--- src/verilog/ppb_map.svh ---
// register offsets, field positions, mode codes and timing for the push-button command block
`ifndef PPB_MAP_SVH
`define PPB_MAP_SVH

// ==================================================================
// register offsets and the read and reset byte values
`define PPB_ADDR_RESTART 8'h18
`define PPB_ADDR_POWER   8'h19
`define PPB_READ_BYTE    8'h00
`define PPB_RESET_BYTE   8'h00

// ==================================================================
// field positions (upper nibble / lower nibble of each command byte)
`define PPB_CLS_LSB      4
`define PPB_DET_LSB      0
`define PPB_OFF_LSB      4
`define PPB_ON_LSB       0

// ==================================================================
// per-channel operating mode codes
`define PPB_MODE_OFF     2'h0
`define PPB_MODE_MANUAL  2'h1
`define PPB_MODE_SEMI    2'h2
`define PPB_MODE_AUTO    2'h3

// ==================================================================
// class and fault codes
`define PPB_HI_CLASS     4'h5
`define PPB_INSUF_CODE   4'h1

// ==================================================================
// timing
`define PPB_CLK_MHZ      250
`define PPB_CLR_TIME_US  5000

`endif

--- src/verilog/ppb_unused_placeholder_none.sv ---
// intentionally holds no design; pairing helper kept in main file
`timescale 1ns/1ps
`default_nettype none
`default_nettype wire

--- src/verilog/ppb_pkg.sv ---
// types shared by the push-button command block
`default_nettype none
package ppb_pkg;

  // ==================================================================
  // channel modes and sequencer states
  typedef logic [1:0] ppb_mode_type;

  typedef enum logic [1:0] {PPB_IDLE, PPB_WAIT_DET, PPB_WAIT_CLS} ppb_chan_st_type;

  // ==================================================================
  // top-level state
  typedef struct packed {
    logic [3:0] det_arm;
    logic [3:0] cls_arm;
    logic [7:0] rdata;
    logic       rd_valid;
    logic [3:0] fault_set;
    logic [3:0] fault_code;
  } ppb_top_state_type;

endpackage : ppb_pkg
`default_nettype wire

--- src/verilog/ppb_chan.sv ---
// per-channel sequencer: deferred restarts, power-on attempts, power-off clear window
`timescale 1ns/1ps
`default_nettype none
`include "ppb_map.svh"
module ppb_chan #(
  parameter int CLR_CYCLES = `PPB_CLR_TIME_US * `PPB_CLK_MHZ,
  parameter int CW         = $clog2(CLR_CYCLES + 1)
) (
  // clock and reset
  input  wire logic             clk,
  input  wire logic             rst_n,
  // configuration and engine status
  input  wire ppb_pkg::ppb_mode_type mode,
  input  wire logic             det_en,
  input  wire logic             cls_en,
  input  wire logic             cool,
  input  wire logic             disc,
  input  wire logic             alloc_ok,
  input  wire logic             det_done,
  input  wire logic             det_valid,
  input  wire logic             cls_done,
  input  wire logic             cls_valid,
  // qualified commands
  input  wire logic             r_det,
  input  wire logic             r_cls,
  input  wire logic             pwon,
  input  wire logic             pwoff,
  input  wire logic             direct,
  input  wire logic             direct_ok,
  // actions
  output logic                  det_start,
  output logic                  cls_start,
  output logic                  det_en_set,
  output logic                  cls_en_set,
  output logic                  power_on,
  output logic                  power_off,
  output logic                  clear,
  output logic                  busy
);

  typedef struct packed {
    ppb_pkg::ppb_chan_st_type st;
    logic          pend_det;
    logic          pend_cls;
    logic          alloc;
    logic          det_start;
    logic          cls_start;
    logic          det_en_set;
    logic          cls_en_set;
    logic          power_on;
    logic          power_off;
    logic          clear;
    logic [CW-1:0] cnt;
  } ppb_chan_state_type;

  ppb_chan_state_type s;
  ppb_chan_state_type next_s;

  localparam logic [CW-1:0] CLR_LOAD = CW'(CLR_CYCLES - 1);

  // ==================================================================
  // next state
  always_comb
  begin
    next_s            = s;
    next_s.det_start  = 1'b0;
    next_s.cls_start  = 1'b0;
    next_s.det_en_set = 1'b0;
    next_s.cls_en_set = 1'b0;
    next_s.power_on   = 1'b0;
    next_s.power_off  = 1'b0;
    next_s.clear      = 1'b0;
    if (s.cnt != '0)
    begin
      next_s.cnt = s.cnt - CW'(1);
    end
    // restarts are held while the channel cools down
    next_s.pend_det = s.pend_det | r_det;
    next_s.pend_cls = s.pend_cls | r_cls;
    if (!cool)
    begin
      if (next_s.pend_det)
      begin
        next_s.det_start  = (mode == `PPB_MODE_MANUAL);
        next_s.det_en_set = (mode == `PPB_MODE_SEMI) || (mode == `PPB_MODE_AUTO);
        next_s.pend_det   = 1'b0;
      end
      if (next_s.pend_cls)
      begin
        next_s.cls_start  = (mode == `PPB_MODE_MANUAL);
        next_s.cls_en_set = (mode == `PPB_MODE_SEMI) || (mode == `PPB_MODE_AUTO);
        next_s.pend_cls   = 1'b0;
      end
    end
    // sequencer for semi/auto turn-on attempts
    case (s.st)
      ppb_pkg::PPB_IDLE:
      begin
        // auto with both enables powers after every good cycle
        if ((mode == `PPB_MODE_AUTO) && det_en && cls_en && cls_done && cls_valid && alloc_ok)
        begin
          next_s.power_on = ~cool & ~disc;
        end
      end
      ppb_pkg::PPB_WAIT_DET:
      begin
        if (cool || disc)
        begin
          next_s.st = ppb_pkg::PPB_IDLE;
        end
        else if (det_done)
        begin
          next_s.cls_start = det_valid;
          next_s.st        = det_valid ? ppb_pkg::PPB_WAIT_CLS : ppb_pkg::PPB_IDLE;
        end
      end
      ppb_pkg::PPB_WAIT_CLS:
      begin
        if (cool || disc)
        begin
          next_s.st = ppb_pkg::PPB_IDLE;
        end
        else if (cls_done)
        begin
          // single attempt: a bad result leaves the channel off until rewritten
          next_s.power_on = cls_valid & s.alloc;
          next_s.st       = ppb_pkg::PPB_IDLE;
        end
      end
      default:
      begin
        next_s.st = ppb_pkg::PPB_IDLE;
      end
    endcase
    // power-on command; cooling channels drop it outright
    if (pwon && !cool && !disc)
    begin
      if (mode == `PPB_MODE_MANUAL)
      begin
        next_s.power_on = 1'b1;
      end
      else if (direct)
      begin
        next_s.power_on = direct_ok;
      end
      else if (det_en && cls_en)
      begin
        if (mode == `PPB_MODE_SEMI)
        begin
          next_s.st    = ppb_pkg::PPB_WAIT_CLS;
          next_s.alloc = alloc_ok;
        end
      end
      else
      begin
        next_s.det_start = 1'b1;
        next_s.st        = ppb_pkg::PPB_WAIT_DET;
        next_s.alloc     = alloc_ok;
      end
    end
    // power-off wins over power-on and the sequencer state and cancels pending work
    if (pwoff)
    begin
      next_s.st        = ppb_pkg::PPB_IDLE;
      next_s.pend_det  = 1'b0;
      next_s.pend_cls  = 1'b0;
      next_s.power_on  = 1'b0;
      next_s.power_off = 1'b1;
      next_s.clear     = 1'b1;
      next_s.cnt       = CLR_LOAD;
    end
  end

  // ==================================================================
  // state register
  always_ff @(posedge clk or negedge rst_n)
  begin
    if (!rst_n)
    begin
      s <= '0;
    end
    else
    begin
      s <= next_s;
    end
  end

  assign det_start  = s.det_start;
  assign cls_start  = s.cls_start;
  assign det_en_set = s.det_en_set;
  assign cls_en_set = s.cls_en_set;
  assign power_on   = s.power_on;
  assign power_off  = s.power_off;
  assign clear      = s.clear;
  assign busy       = (s.cnt != '0); // clear window still open
endmodule : ppb_chan
`default_nettype wire

--- src/verilog/ppb_cmd.sv ---
// push-button restart and power command decoder for one group of four channels
`timescale 1ns/1ps
`default_nettype none
`include "ppb_map.svh"
// Notes on behaviour
// restart byte: upper nibble restarts class, lower nibble detection, channel 4 first
// a one triggers the action; a zero leaves that event alone
// manual launches one cycle; semi-auto sets the channel's enable bit instead
// reading the restart register always returns zero
// restart during cool-down is kept and acted on once it ends
// paired 4-pair port in semi/auto needs both restart bits before enabling
// power byte: upper nibble off, lower nibble on; ignored in off mode
// on and off together for one channel turns it off
// cool-down and disconnect beat power-on; such a power-on is dropped
// lone power-on on high-class single-signature port fails with insufficient-power fault
// single-signature secondary powers at once if the primary is already on
// dual-signature second channel tries turn-on with allocation at command time
// manual mode power-on turns the channel on immediately
// semi-auto power-on makes one attempt; failure waits for a new command
// semi-auto: full cycle first unless both enables, then power after classification
// auto with an enable clear: one cycle, then power if valid and allocated
// auto with both enables powers automatically after each good cycle
// auto mode ignores a lone power-on on a 4-pair port
// host programs power allocation before power-on; later changes may be missed
// power-off disables the channel and clears only that channel's state
// power-off register clearing completes within about five milliseconds
// power-off of one channel of high-class single-signature port disables both
module ppb_cmd #(
  parameter int         CLR_CYCLES       = `PPB_CLR_TIME_US * `PPB_CLK_MHZ,
  parameter logic [3:0] INSUF_POWER_CODE = `PPB_INSUF_CODE
) (
  // clock and reset
  input  wire logic        CLK,
  input  wire logic        RST_N,
  // register port from the serial front end
  input  wire logic        WR_STB,
  input  wire logic        RD_STB,
  input  wire logic [7:0]  ADDR,
  input  wire logic [7:0]  WDATA,
  output logic [7:0]       RDATA,
  output logic             RD_VALID,
  // per-channel and per-port configuration, two mode bits per channel
  input  wire logic [7:0]  MODE,
  input  wire logic [3:0]  DET_EN,
  input  wire logic [3:0]  CLS_EN,
  input  wire logic [1:0]  PAIR_4P,
  input  wire logic [1:0]  SINGLE_SIG,
  input  wire logic [15:0] ASSIGNED_CLASS,
  input  wire logic [3:0]  ALLOC_OK,
  // engine status
  input  wire logic [3:0]  COOLDOWN,
  input  wire logic [3:0]  DISCONNECT,
  input  wire logic [3:0]  POWERED,
  input  wire logic [3:0]  DET_DONE,
  input  wire logic [3:0]  DET_VALID,
  input  wire logic [3:0]  CLS_DONE,
  input  wire logic [3:0]  CLS_VALID,
  // actions towards the engines
  output logic [3:0]       DET_START,
  output logic [3:0]       CLS_START,
  output logic [3:0]       DET_EN_SET,
  output logic [3:0]       CLS_EN_SET,
  output logic [3:0]       POWER_ON,
  output logic [3:0]       POWER_OFF,
  output logic [3:0]       CLEAR_CHAN,
  output logic [3:0]       CLEAR_BUSY,
  // startup fault report
  output logic [3:0]       START_FAULT_SET,
  output logic [3:0]       START_FAULT_CODE
);

  ppb_pkg::ppb_top_state_type s;
  ppb_pkg::ppb_top_state_type next_s;

  logic [3:0] req_det;
  logic [3:0] req_cls;
  logic [3:0] req_on;
  logic [3:0] req_off;
  logic [3:0] req_direct;
  logic [3:0] req_direct_ok;

  // ==================================================================
  // helpers
  function automatic logic [1:0] mode_of(input logic [7:0] m, input int i);
    mode_of = m[2*i +: 2];
  endfunction : mode_of

  function automatic logic high_class(input logic [15:0] c, input int i);
    high_class = (c[4*i +: 4] >= `PPB_HI_CLASS);
  endfunction : high_class

  function automatic logic semi_or_auto(input logic [1:0] m);
    semi_or_auto = (m == `PPB_MODE_SEMI) || (m == `PPB_MODE_AUTO);
  endfunction : semi_or_auto

  // ==================================================================
  // command decode and pairing
  always_comb
  begin
    logic       wr_rst;
    logic       wr_pwr;
    logic [3:0] det_bits;
    logic [3:0] cls_bits;
    logic [3:0] on_bits;
    logic [3:0] off_bits;
    logic [3:0] off_req;
    logic [3:0] det_arm;
    logic [3:0] cls_arm;
    int         p;
    logic       four_p;
    logic       one_sig;
    logic [1:0] m;
    p             = 0;
    four_p        = 1'b0;
    one_sig       = 1'b0;
    m             = 2'h0;
    wr_rst        = WR_STB && (ADDR == `PPB_ADDR_RESTART);
    wr_pwr        = WR_STB && (ADDR == `PPB_ADDR_POWER);
    det_bits      = wr_rst ? WDATA[`PPB_DET_LSB +: 4] : 4'h0;
    cls_bits      = wr_rst ? WDATA[`PPB_CLS_LSB +: 4] : 4'h0;
    on_bits       = wr_pwr ? WDATA[`PPB_ON_LSB +: 4] : 4'h0;
    off_bits      = wr_pwr ? WDATA[`PPB_OFF_LSB +: 4] : 4'h0;
    off_req       = 4'h0;
    det_arm       = s.det_arm | det_bits;
    cls_arm       = s.cls_arm | cls_bits;
    next_s        = s;
    next_s.fault_set = 4'h0;
    req_det       = 4'h0;
    req_cls       = 4'h0;
    req_on        = 4'h0;
    req_off       = 4'h0;
    req_direct    = 4'h0;
    req_direct_ok = 4'h0;
    for (int i = 0; i < 4; i++)
    begin
      if (mode_of(MODE, i) != `PPB_MODE_OFF)
      begin
        off_req[i] = off_bits[i];
      end
    end
    for (int i = 0; i < 4; i++)
    begin
      p       = i ^ 1;
      m       = mode_of(MODE, i);
      four_p  = PAIR_4P[i/2];
      one_sig = four_p & SINGLE_SIG[i/2];
      // restart: paired ports collect both bits before anything is enabled
      if (four_p && semi_or_auto(m))
      begin
        req_det[i] = det_arm[i] & det_arm[p];
        req_cls[i] = cls_arm[i] & cls_arm[p];
      end
      else
      begin
        req_det[i] = det_bits[i];
        req_cls[i] = cls_bits[i];
      end
      // off: a high-class single-signature port goes down as a whole
      req_off[i] = off_req[i] | (one_sig & off_req[p] & high_class(ASSIGNED_CLASS, p));
      // on: off in the same write wins
      if (on_bits[i] && (m != `PPB_MODE_OFF) && !req_off[i])
      begin
        if (!four_p || on_bits[p] || (m == `PPB_MODE_MANUAL))
        begin
          req_on[i] = 1'b1;
        end
        else if (m == `PPB_MODE_AUTO)
        begin
          req_on[i] = 1'b0;
        end
        else if (POWERED[p])
        begin
          req_on[i]        = 1'b1;
          req_direct[i]    = 1'b1;
          req_direct_ok[i] = one_sig ? 1'b1 : ALLOC_OK[i];
        end
        else if (one_sig && high_class(ASSIGNED_CLASS, i))
        begin
          next_s.fault_set[i] = 1'b1;
          next_s.fault_code   = INSUF_POWER_CODE;
        end
        else
        begin
          req_on[i] = 1'b1;
        end
      end
    end
    // delivered or powered-off channels drop their half of a pair request
    for (int i = 0; i < 4; i++)
    begin
      next_s.det_arm[i] = (PAIR_4P[i/2] && semi_or_auto(mode_of(MODE, i)))
                          ? (det_arm[i] & ~req_det[i] & ~req_off[i]) : 1'b0;
      next_s.cls_arm[i] = (PAIR_4P[i/2] && semi_or_auto(mode_of(MODE, i)))
                          ? (cls_arm[i] & ~req_cls[i] & ~req_off[i]) : 1'b0;
    end
    // write-only registers answer every read with zero
    next_s.rd_valid = RD_STB;
    next_s.rdata    = `PPB_READ_BYTE;
  end

  // ==================================================================
  // state register
  always_ff @(posedge CLK or negedge RST_N)
  begin
    if (!RST_N)
    begin
      s <= '0;
    end
    else
    begin
      s <= next_s;
    end
  end

  assign RDATA            = s.rdata;
  assign RD_VALID         = s.rd_valid;
  assign START_FAULT_SET  = s.fault_set;
  assign START_FAULT_CODE = s.fault_code;

  // ==================================================================
  // channel sequencers
  for (genvar g = 0; g < 4; g++)
  begin : g_chan
    ppb_chan #(
      .CLR_CYCLES (CLR_CYCLES)
    ) u_chan (
      .clk        (CLK),
      .rst_n      (RST_N),
      .mode       (MODE[2*g +: 2]),
      .det_en     (DET_EN[g]),
      .cls_en     (CLS_EN[g]),
      .cool       (COOLDOWN[g]),
      .disc       (DISCONNECT[g]),
      .alloc_ok   (ALLOC_OK[g]),
      .det_done   (DET_DONE[g]),
      .det_valid  (DET_VALID[g]),
      .cls_done   (CLS_DONE[g]),
      .cls_valid  (CLS_VALID[g]),
      .r_det      (req_det[g]),
      .r_cls      (req_cls[g]),
      .pwon       (req_on[g]),
      .pwoff      (req_off[g]),
      .direct     (req_direct[g]),
      .direct_ok  (req_direct_ok[g]),
      .det_start  (DET_START[g]),
      .cls_start  (CLS_START[g]),
      .det_en_set (DET_EN_SET[g]),
      .cls_en_set (CLS_EN_SET[g]),
      .power_on   (POWER_ON[g]),
      .power_off  (POWER_OFF[g]),
      .clear      (CLEAR_CHAN[g]),
      .busy       (CLEAR_BUSY[g])
    );
  end
endmodule : ppb_cmd
`default_nettype wire

--- config.mk ---
export PLATFORM = sky130hd
export DESIGN_NAME = ppb_cmd
export DESIGN_NICKNAME = d
export VERILOG_FILES = /design/src/verilog/ppb_unused_placeholder_none.sv /design/src/verilog/ppb_pkg.sv /design/src/verilog/ppb_chan.sv /design/src/verilog/ppb_cmd.sv
export VERILOG_INCLUDE_DIRS = /design/src /design/src/verilog
export SDC_FILE = /design/constraint.sdc
export NUM_CORES = 1
export LEC_CHECK = 0
export ABC_CLOCK_PERIOD_IN_PS = 3700
export CORE_MARGIN = 4
export CORE_UTILIZATION = 45
export DETAILED_ROUTE_END_ITERATION = 10
export DONT_BUFFER_PORTS = 1
export PLACE_DENSITY = 0.63
export SLEW_MARGIN = 20
export SYNTH_ARGS = -nofsm -noshare
export SYNTH_HDL_FRONTEND = slang
export SYNTH_SLANG_ARGS = --single-unit
export TNS_END_PERCENT = 50
--- constraint.sdc ---
create_clock -name CLK -period 3.7 [get_ports CLK]
set_clock_uncertainty 0.05 [all_clocks]
set_input_delay 0.74 -clock CLK [delete_from_list [all_inputs] [get_ports CLK]]
set_output_delay 0.74 -clock CLK [all_outputs]
set_load 0.1 [all_outputs]
=== After elaboration in Yosys (flattened, before gate mapping) ===
Index checks and enable logic that the tools add are counted.
Widths: inputs -> output; s select.

* Register bits: 149
* Bits in latches: 0
* Memory bits (writable): 0
* Memory bits (read-only): 0
* Input port bits: 88
* Output and inout port bits: 49
* Logic and storage cells: 526
* Memories kept: 0

* Add/sub/neg operators: 4
* $mul: 0
* Divide/modulo/power cells: 0
* Order comparisons: 4
* Equal/unequal tests: 26
* Shifts and indexed selects: 0
* Multiplexer cells: 259
* Bitwise gates (word level): 80
* Reductions and logical operators: 100

{| class="wikitable"
|+ Operators by type and width
! operator !! count
|-
| $mux 1 || 167
|-
| $mux 4 || 27
|-
| $mux 24 || 4
|-
| $mux 2 || 44
|-
| $mux 21 || 4
|-
| $reduce_bool 21->1 || 4
|-
| $sub 21x1->21 const B || 4
|-
| $logic_and 1x1->1 || 50
|-
| $and 1x1->1 || 38
|-
| $not 1->1 || 28
|-
| $mux 5 || 5
|-
| $eq 2x2->1 const B || 12
|-
| $pmux 2 s3 || 4
|-
| $eq 2x1->1 const B || 8
|-
| $eq 8x5->1 const B || 2
|-
| $ge 4x3->1 const B || 4
|-
| $logic_or 1x1->1 || 16
|-
| $reduce_and 4->1 || 4
|-
| $reduce_bool 2->1 || 8
|-
| $logic_not 1->1 || 14
|-
| $or 1x1->1 || 12
|-
| $logic_not 2->1 || 4
|-
| $ne 2x2->1 const B || 4
|-
| $or 4x4->4 || 2
|-
| $pmux 1 s2 || 4
|}

=== Depth between registers and ports, before layout ===
Gate-level depths: netlist of the first run.

* Depth in word-level cells: 25
* Mapped depth: 9

=== Cells and area by module ===
A second synthesis of the first run with hierarchy kept.

* Cells, all modules: 916
* Area, all modules: 8884.8 um^2

{| class="wikitable"
|+ Modules (own cells, without submodules)
! module !! times used !! cells each !! area an instance (um^2) !! seq. area each (um^2)
|-
| ppb_chan at g_chan[0].u_chan ... || 3 || 179 || 1798.0 || 800.8
|-
| ppb_chan at g_chan[3].u_chan || 1 || 181 || 1808.0 || 800.8
|-
| ppb_cmd || 1 || 198 || 1682.9 || 425.4
|}

=== Worst setup path before layout of the first run ===
No wires, ideal clock.

* Kind: flip-flop to output port
* Start point: register g_chan[2].u_chan.s[0] (netlist name)
* End point: output CLEAR_BUSY[2]
* Data arrival time: 2172 ps
* Required time: 2910 ps
* Slack: 738 ps
* Cell stages (with the launch flop): 8
* Path through: dfrtp_1 inv_1 ha_1 or4b_2 or4_4 or2_1 buf_6 buf_4

* Cells in the longest elaborated chain, start to end: 1

{| class="wikitable"
|+ Ends and longest elaborated chain
! element !! line !! RTL
|-
| start: declaration || ppb_chan.sv:56 || <nowiki>ppb_chan_state_type s;</nowiki>
|-
| start signal: assignment || ppb_chan.sv:184 || <nowiki>s <= next_s;</nowiki>
|-
| $reduce_bool 21->1 || ppb_chan.sv:195 || <nowiki>assign busy = (s.cnt != '0);</nowiki>
|-
| end: declaration || ppb_cmd.sv:66 || <nowiki>output logic [3:0] CLEAR_BUSY,</nowiki>
|}

Every way passes these cells.

=== Final worst setup path of the first run ===
Same ends and word-level chain as after synthesis.

==> results of run 1 <==
registers in the layout, summed over array words and instances (netlist names):
signal	flops
g_chan.u_chan.clear	4
g_chan.u_chan.s	104
START_FAULT_CODE	4
RD_VALID	1
s	8
g_chan.u_chan.cls_en_set	4
START_FAULT_SET	4
g_chan.u_chan.det_start	4
g_chan.u_chan.det_en_set	4
g_chan.u_chan.power_on	4
g_chan.u_chan.cls_start	4
through the flow:
stage / util (%) / instances / power [mW] / hold slack (ns)
after floorplan: - / 935 / 2.44 / 0.386
after global placement: 45.8 / 1094 / 2.53 / 0.398
after detailed placement: 45.8 / 1094 / 2.55 / 0.398
after CTS: 49.4 / 1126 / 4.45 / -0.0556
after global routing: 49.4 / 1126 / 4.64 / -0.0707
final: 49.4 / 1127 / 4.42 / -0.0384
cell type report:
cell class	count	area, um2
inverter	30	113
timing repair buffer	14	105
tap	229	287
sequential	145	3630
clock buffer	20	467
multi-input combinational	676	4210
antenna	1	2.50
fill	1695	9210
clock inverter	12	179
cells in the mapped netlist, drive strengths merged, types with 19 or more instances:
master    n
buf      53
nor2     66
o31ai    19
inv      30
o21ai    44
nand3    34
nor3     33
or3      24
or4      21
a21oi    46
nand2    73
xnor2    31
nor4     26
clkbuf   31
dfrtp   145
worst max-delay path by stage:
stage                                startpoint            end  slack, ns  cells past startpoint
after detailed placement  g_chan[2].u_chan.s[0]  CLEAR_BUSY[2]       0.53                      5
after floorplan           g_chan[2].u_chan.s[0]  CLEAR_BUSY[2]       0.74                      7
after CTS                 g_chan[2].u_chan.s[0]  CLEAR_BUSY[2]       0.06                      5
final                     g_chan[2].u_chan.s[0]  CLEAR_BUSY[2]       0.17                      5
after global routing      g_chan[2].u_chan.s[0]  CLEAR_BUSY[2]       0.06                      5
after global placement    g_chan[2].u_chan.s[0]  CLEAR_BUSY[2]       0.55                      5
cell usage in the layout (no fill, tap or decap), types with 6 or more instances in the layout:
master,n
buf_4,14
a31oi_1,14
nand2b_1,14
xnor2_1,31
a41oi_1,7
xor2_1,10
conb_1,8
or3_1,24
or2_2,9
clkbuf_16,17
nand4_1,10
o211ai_1,10
dfrtp_1,141
o21a_1,9
o21ai_0,40
or4_1,20
and2_1,10
nor2b_1,14
nor4b_1,8
nand2_1,73
and3b_1,6
and3_1,14
nor4_1,23
nand3_1,34
nor2_1,66
a21oi_1,46
nor3b_1,14
nand3b_1,14
o31ai_1,19
nor3_1,32
inv_1,29
a211oi_1,15
worst max-delay path, stage by stage (launching register included):
cell and delay [ns]:
dfrtp_1 0.41, inv_1 0.07, ha_1 0.17, or4b_2 0.59, or4_4 0.52, or2_2 0.55
power by group:
part	leakage (nW)	internal, mW	switching [mW]	total, mW
combinational	1.37	0.267	0.338	0.604
clock	0.309	1.19	0.706	1.89
sequential	1.71	1.75	0.169	1.92
cells by family (layout without fill, tap and decap cells):
logic type      Yosys count  in the layout
mux                       6              6
flops                   145            145
compound gates          204            204
fa+ha+maj                 6              6
simple gates            411            411
other cells               1              9
buf+inv                 114             76
xor+xnor                 41             41
routing by layer:
| layer | part of all wire [%] | up-vias | global-route usage (%) |
|---|---|---|---|
| li1 | - | 3272 | - |
| met1 | 45 | 3295 | 25.9 |
| met2 | 47 | 193 | 30.9 |
| met3 | 6.5 | 28 | 4.86 |
| met4 | 1.7 | 0 | 6.04 |
| met5 | 0 | - | 0 |
repair_timing:
action,CTS,global route
resized for setup,0,1
setup endpoints to repair,0,1
endpoints found under the hold margin,145,145
==> reports/metrics.yaml, run 1 <==
clock_tree:
  post_cts_buffers: 0
  cts_buffer_depth: 2
  clk_latency_ns: 0.42
  cts_root_buffer: "clkbuf_16"
  cts_buffers: 17
  cts_tree: "yes"
  htree_num_levels: 4
  clock_sinks: 145
  path_clk_slew_ns: 0.06
placement:
  pre_cts_slack_ns: 0.528
  io_buffers: 0
  gp_congestion: 0.842
  place_hpwl_um: 14400
  postPlaceCellArea_um2: 8350
critical_path:
  regToRegEndpoint: "g_chan[2].u_chan.s[6]"
  cp.required_ns: 2.91
  cp-end-kind: "output port"
  cp-start-kind: "flip-flop"
  r2r-start: "g_chan[2].u_chan.s[0]"
  critPathMaxFanout: 14
  reg2reg_setup_slack_ns: 0.72
  critPathArrivalTime_ns: 2.74
  reg2regPathDepth: 8
  crit_type: "flip-flop to output port"
finish:
  fin_nets: 976
  final_cell_area_um2: 9000
  drive_gt1_share_pct: 9.03
  syn_to_final_growth_pct: 6.76
floorplan:
  die_y_um: 145
  core_area_um2: 18200
  die_x_um: 145
  initial_core_util_pct: 46.3
  rows: 49
  pin_count: 137
  die-area_um2: 21000
route:
  ant_nets: 0
  drt-initial-drc-count: 409
  firstDrtPassIters: 5
  via_per_inst: 6.02
  drc: 0
  num_vias: 6788
  wl_per_cell_um: 18.0
  wirelength_um: 20300
outcome:
  status: "finished, violations left"
  violations: "hold timing"
worst_hold_path:
  hold_path.class: "primary input to async pin"
global_route:
  overflow: 0
  grt_util_all_layers_pct: 19.3
  grt_pass1_wl_um: 32600
  antenna_found_initial: 0
  grt_pass1_vias: 6465
  grt_max_degree: 146
logic_synthesis:
  synth_mux_area_share_pct: 0.742
  synthCells: 928
  synth_fa_ha_area_share_pct: 0.831
  synth_area_um2: 8430
  ys_seq_elements: 145
  yosys.area.top_type_share_pct: 43.1
  yosysSeqAreaShare_pct: 43.1
  synth.avg_cell_area_um2: 9.08
  netlist.top_cell.by_area: "dfrtp_1"
  synth_ff_type: "dfrtp_1"
  synth_edf_count: 0
  yosys.area_share.simple_pct: 27.6
  synthXorXnorAreaFrac_pct: 4.26
  async_flop_share_pct: 100
  yosysUniqueCellTypes: 74
  synth_area_leaders: "dfrtp_1 (43%), buf_4 (4.3%), nand2_1 (3.3%), xnor2_1 (3.2%), nor2_1 (2.9%)"
  ys_warn_count: 0
  synth_compound_area_share_pct: 16.1
  synth_top_family_by_area: "simple AND/OR/NAND/NOR gates"
sta:
  finalSetupViolations: 0
  rsz0062_at_grt: "false"
  fin_crit_ns: 3.53
  max_slew_margin_pct: 35.8
  timing.fmax_mhz: 283
  setup_slack_ns: 0.168
  hold-worst-slack_ns: -0.0384
  hold_violations: 67
  worstMarginPinSlew_ns: 0.966
  finalSetupTns_ns: 0
  period_share_pct: 95.4
  slew_viol_final: 0
power_and_ir_drop:
  p_per_area_nw_per_um2: 491
  irDropWorstVdd_v: 0.000323
  power.leakage_nw: 3.39
run:
  drv_cap: 0
Note: power is estimated with default switching activity, not from simulation.
==> run 2: changes to the inputs <==
--- a/config.mk
+++ b/config.mk
@@ -6,12 +6,13 @@
 export SDC_FILE = /design/constraint.sdc
 export NUM_CORES = 1
 export LEC_CHECK = 0
-export ABC_CLOCK_PERIOD_IN_PS = 3700
+export ABC_CLOCK_PERIOD_IN_PS = 4000
 export CORE_MARGIN = 4
 export CORE_UTILIZATION = 45
 export DETAILED_ROUTE_END_ITERATION = 10
 export DONT_BUFFER_PORTS = 1
 export PLACE_DENSITY = 0.63
+export RECOVER_POWER = 25
 export SLEW_MARGIN = 20
 export SYNTH_ARGS = -nofsm -noshare
 export SYNTH_HDL_FRONTEND = slang
==> constraint.sdc (replaced) <==
create_clock -name CLK -period 4 [get_ports CLK]
set_clock_uncertainty 0.05 [all_clocks]
set_input_delay 0.8 -clock CLK [delete_from_list [all_inputs] [get_ports CLK]]
set_output_delay 0.8 -clock CLK [all_outputs]
set_load 0.1 [all_outputs]
==> reports/metrics.yaml, run 2 (same netlist as run 1, synthesis figures left out) <==
floorplan:
  initial_core_util_pct: 46.3
  core_area_um2: 18200
  die-area_um2: 21000
  die_x_um: 145
  die_y_um: 145
  rows: 49
  pin_count: 137
power_and_ir_drop:
  p_per_area_nw_per_um2: 446
  power.leakage_nw: 3.37
  irDropWorstVdd_v: 0.000335
sta:
  finalSetupViolations: 0
  timing.fmax_mhz: 270
  rsz0062_at_grt: "false"
  period_share_pct: 92.5
  finalSetupTns_ns: 0
  max_slew_margin_pct: -26.8
  slew_viol_final: 34
  setup_slack_ns: 0.301
  worstMarginPinSlew_ns: 1.90
  fin_crit_ns: 3.70
  hold_violations: 0
critical_path:
  cp-start-kind: "flip-flop"
  path_buf_inv: 1
  startpoint: "g_chan[2].u_chan.s[0]"
  cp.required_ns: 3.15
  crit_type: "flip-flop to output port"
  critPathMaxFanout: 14
  reg2reg_setup_slack_ns: 0.95
  cp_slowest_cell: "or2_1"
  r2r-start: "g_chan[2].u_chan.s[0]"
  critPathArrivalTime_ns: 2.85
  cp_cell_sequence: "inv_1, ha_1, or4b_2, or4_4, or2_1"
  crit_end: "CLEAR_BUSY[2]"
  reg2regPathDepth: 7
  regToRegEndpoint: "g_chan[2].u_chan.s[6]"
  cp-end-kind: "output port"
  crit_family: "simple AND/OR/NAND/NOR gates"
  critPathMaxStageDelay_ns: 0.65
  cp.depth: 5
route:
  num_vias: 6760
  drt-initial-drc-count: 459
  firstDrtPassIters: 4
  drc: 0
  ant_nets: 0
  wl_per_cell_um: 18.3
  wirelength_um: 20600
  via_per_inst: 6.00
finish:
  syn_to_final_growth_pct: 6.25
  regMostFlops: "g_chan.u_chan.s"
  largest_reg_flops: 104
  drive_gt1_share_pct: 8.36
  fill_cells: 1723
  final_common_cell: "dfrtp_1"
  multi_input_area_um2: 4210
  largestRegisters: "g_chan.u_chan.s x104, s x8"
  diodes: 0
  fin_nets: 976
  register_area_um2: 3630
  final_cell_mix: "dfrtp_1 (141), nand2_1 (73), nor2_1 (66)"
  final_core_utilization_pct: 49.2
outcome:
  violations: "capacitance limit, slew limit"
  status: "finished, violations left"
placement:
  place_hpwl_um: 14500
  pre_cts_slack_ns: 0.616
  io_buffers: 0
  gp_congestion: 0.854
global_route:
  grt_pass1_vias: 6537
  antenna_found_initial: 0
  grt_max_degree: 123
  overflow: 0
  grt_util_all_layers_pct: 19.5
  grt_pass1_wl_um: 32800
clock_tree:
  cts_buffers: 17
  cts_buffer_depth: 2
  clk_latency_ns: 0.43
  clock_sinks: 145
  cts_root_buffer: "clkbuf_16"
  path_clk_slew_ns: 0.06
  htree_num_levels: 4
  post_cts_buffers: 0
  cts_tree: "yes"
worst_hold_path:
  hold_path.class: "primary input to async pin"
run:
  drv_cap: 1
## run 2: worst min-delay path by stage
stage	from	to	slack [ns]
3_5_place_dp	g_chan[3].u_chan.s[20]	g_chan[3].u_chan.s[20]	0.43
6_report	RST_N	g_chan[1].u_chan.s[31]	0.03
5_1_grt	RST_N	g_chan[2].u_chan.s[15]	0.001
3_3_place_gp	g_chan[3].u_chan.s[20]	g_chan[3].u_chan.s[20]	0.44
4_1_cts	RST_N	g_chan[0].u_chan.clear	0.004
2_1_floorplan	START_FAULT_CODE[0]	START_FAULT_CODE[0]	0.39
## run 2: power breakdown
part	switching [mW]	leakage [nW]	internal [mW]
registers	0.156	1.71	1.62
clock network	0.643	0.297	0.997
logic	0.326	1.37	0.249
## run 2: final cells by class
cell class | count | area share, %
Clock buffer | 19 | 4.95
Multi-Input combinational cell | 676 | 47.0
Sequential cell | 145 | 40.6
Timing Repair Buffer | 14 | 1.19
Clock inverter | 13 | 1.80
Inverter | 30 | 1.26
Tap cell | 229 | 3.20
## run 2: metal layers
| metal | global-route usage, % | part of all wire, % |
|---|---|---|
| met4 | 6.68 | 2.2 |
| met2 | 30.9 | 47 |
| met3 | 5.98 | 6.6 |
| met5 | 0 | 0 |
| met1 | 25.4 | 44 |
## run 2: worst register-to-register path, stage by stage (launching register included)
cell and delay [ns]:
dfrtp_1 0.41, inv_1 0.07, ha_1 0.18, or4b_2 0.58, or4_4 0.52, or2_1 0.65, and3_1 0.38, o21ai_1 0.12
## run 2: stage by stage
step                      std cells  total power [mW]  cell area (um2)  hold WS (ns)
final                          1126              3.99             8950        0.0271
after global routing           1126              4.19             8950       0.00137
after global placement         1089              2.34             8310         0.438
after CTS                      1122              4.02             8920       0.00356
after detailed placement       1089              2.36             8310         0.434
after floorplan                 935              2.25             8450         0.386
## run 2: what timing repair did
action / 4_1_cts / 5_1_grt
gates resized for setup: 0 / 0
endpoints found under the setup margin: 0 / 0
endpoints found under the hold margin: 24 / 5
hold buffers: 1 / 4
==> run 3: changes to the inputs <==
--- a/config.mk
+++ b/config.mk
@@ -8,10 +8,10 @@
 export LEC_CHECK = 0
 export ABC_CLOCK_PERIOD_IN_PS = 4000
 export CORE_MARGIN = 4
-export CORE_UTILIZATION = 45
+export CORE_UTILIZATION = 40
 export DETAILED_ROUTE_END_ITERATION = 10
 export DONT_BUFFER_PORTS = 1
-export PLACE_DENSITY = 0.63
+export PLACE_DENSITY = 0.57
 export RECOVER_POWER = 25
 export SLEW_MARGIN = 20
 export SYNTH_ARGS = -nofsm -noshare
==> reports/metrics.yaml, run 3 (same netlist as run 1, synthesis figures left out) <==
finish:
  syn_to_final_growth_pct: 6.79
  final_cell_mix: "dfrtp_1 (141), nand2_1 (73), nor2_1 (66)"
  final_core_utilization_pct: 43.9
  largest_reg_flops: 104
  drive_gt1_share_pct: 8.47
  diodes: 0
  regMostFlops: "g_chan.u_chan.s"
  fin_nets: 976
  final_common_cell: "dfrtp_1"
  largestRegisters: "g_chan.u_chan.s x104, s x8"
sta:
  hold_violations: 0
  slew_viol_final: 0
  finalSetupViolations: 0
  rsz0062_at_grt: "false"
  max_slew_margin_pct: 28.9
  timing.fmax_mhz: 272
  finalSetupTns_ns: 0
  worstMarginPinSlew_ns: 1.07
  period_share_pct: 91.9
  fin_crit_ns: 3.68
critical_path:
  crit_type: "flip-flop to output port"
  cp-end-kind: "output port"
  reg2regPathDepth: 7
  cp-start-kind: "flip-flop"
  cp.required_ns: 3.15
  r2r-start: "g_chan[2].u_chan.s[0]"
  critPathArrivalTime_ns: 2.83
  critPathMaxFanout: 14
  reg2reg_setup_slack_ns: 0.99
  regToRegEndpoint: "g_chan[2].u_chan.s[6]"
global_route:
  grt_pass1_vias: 6440
  antenna_found_initial: 0
  grt_util_all_layers_pct: 17.3
  grt_pass1_wl_um: 33700
  overflow: 0
  grt_max_degree: 144
clock_tree:
  ctsResizeCount: 0
  cts_root_buffer: "clkbuf_16"
  cts_tree: "yes"
  htree_num_levels: 4
  cts_buffers: 17
  clk_latency_ns: 0.43
  cts_buffer_depth: 2
  clock_sinks: 145
  path_clk_slew_ns: 0.07
floorplan:
  core_area_um2: 20500
  die_x_um: 153
  pin_count: 137
  die_y_um: 153
  initial_core_util_pct: 41.1
  die-area_um2: 23500
  rows: 52
placement:
  io_buffers: 0
  gp_congestion: 0.807
  place_hpwl_um: 14400
power_and_ir_drop:
  power.leakage_nw: 3.36
  p_per_area_nw_per_um2: 436
  irDropWorstVdd_v: 0.000256
route:
  num_vias: 6695
  wirelength_um: 20200
  drt-initial-drc-count: 414
  drc: 0
  ant_nets: 0
  firstDrtPassIters: 4
  wl_per_cell_um: 17.3
  via_per_inst: 5.74
worst_hold_path:
  hold_path.class: "primary input to async pin"
run:
  drv_cap: 0
outcome:
  status: "completed"
==> run 3: changes by cell type in the layout (fill, tap and decap cells not counted), sizes merged <==
| cell | delta |
|---|---|
| clkinvlp | +1 |
| clkinv | +2 |
| clkbuf | -3 |
| bufinv | -1 |
| dlygate4sd3 | +1 |
==> run 3: cell type report <==
class                   instances  area, um2
clock buffers                  17        425
clock inverters                15        164
fillers                      1939      11500
inverters                      30        113
multi-input cells             676       4210
flip-flops and latches        145       3630
well taps                     270        338
repair buffers                 14        115
==> run 3: metal layers <==
layer	routed length, um	track usage [%]	up-vias
li1	-	-	3280
met4	413	6.36	0
met1	9570	24.2	3236
met3	1000	3.65	24
met5	0	0	-
met2	9260	26.5	155
==> run 3: timing repair <==
| action | in CTS | in global routing |
|---|---|---|
| setup buffers | 0 | 0 |
| endpoints found under the setup margin | 0 | 0 |
| hold buffers | 2 | 2 |
| hold endpoints to repair | 3 | 6 |
==> run 3: metrics by stage <==
stage                     worst slack, ns  power [mW]  hold slack [ns]  std cells  area [um2]
final                               0.323        3.92           0.0222       1167        9000
after global routing                0.215        4.14         -0.00226       1167        9000
after CTS                           0.294        3.96       0.00000211       1165        8980
after detailed placement            0.718        2.36            0.440       1131        8370
after global placement              0.767        2.35            0.440       1131        8370
after floorplan                     0.978        2.25            0.386        935        8450
==> run 3: worst max path at each step <==
stage,slack (ns),to,start
after floorplan,0.98,CLEAR_BUSY[2],g_chan[2].u_chan.s[0]
after global placement,0.77,g_chan[0].u_chan.s[7],ADDR[4]
after detailed placement,0.72,g_chan[0].u_chan.s[7],ADDR[4]
after CTS,0.29,CLEAR_BUSY[2],g_chan[2].u_chan.s[0]
after global routing,0.22,CLEAR_BUSY[2],g_chan[2].u_chan.s[0]
final,0.32,CLEAR_BUSY[2],g_chan[2].u_chan.s[0]
==> run 3: where the power goes <==
group	switching, mW	leakage [nW]	internal [mW]
sequential	0.152	1.71	1.62
clock	0.661	0.283	0.924
combinational	0.316	1.37	0.248
total	1.13	3.36	2.79
==> run 3: critical path, stage by stage, from the launching register on <==
cell and delay (ns):
dfrtp_1 0.40, inv_1 0.07, ha_1 0.18, or4b_2 0.59
or4_4 0.52, or2_1 0.66
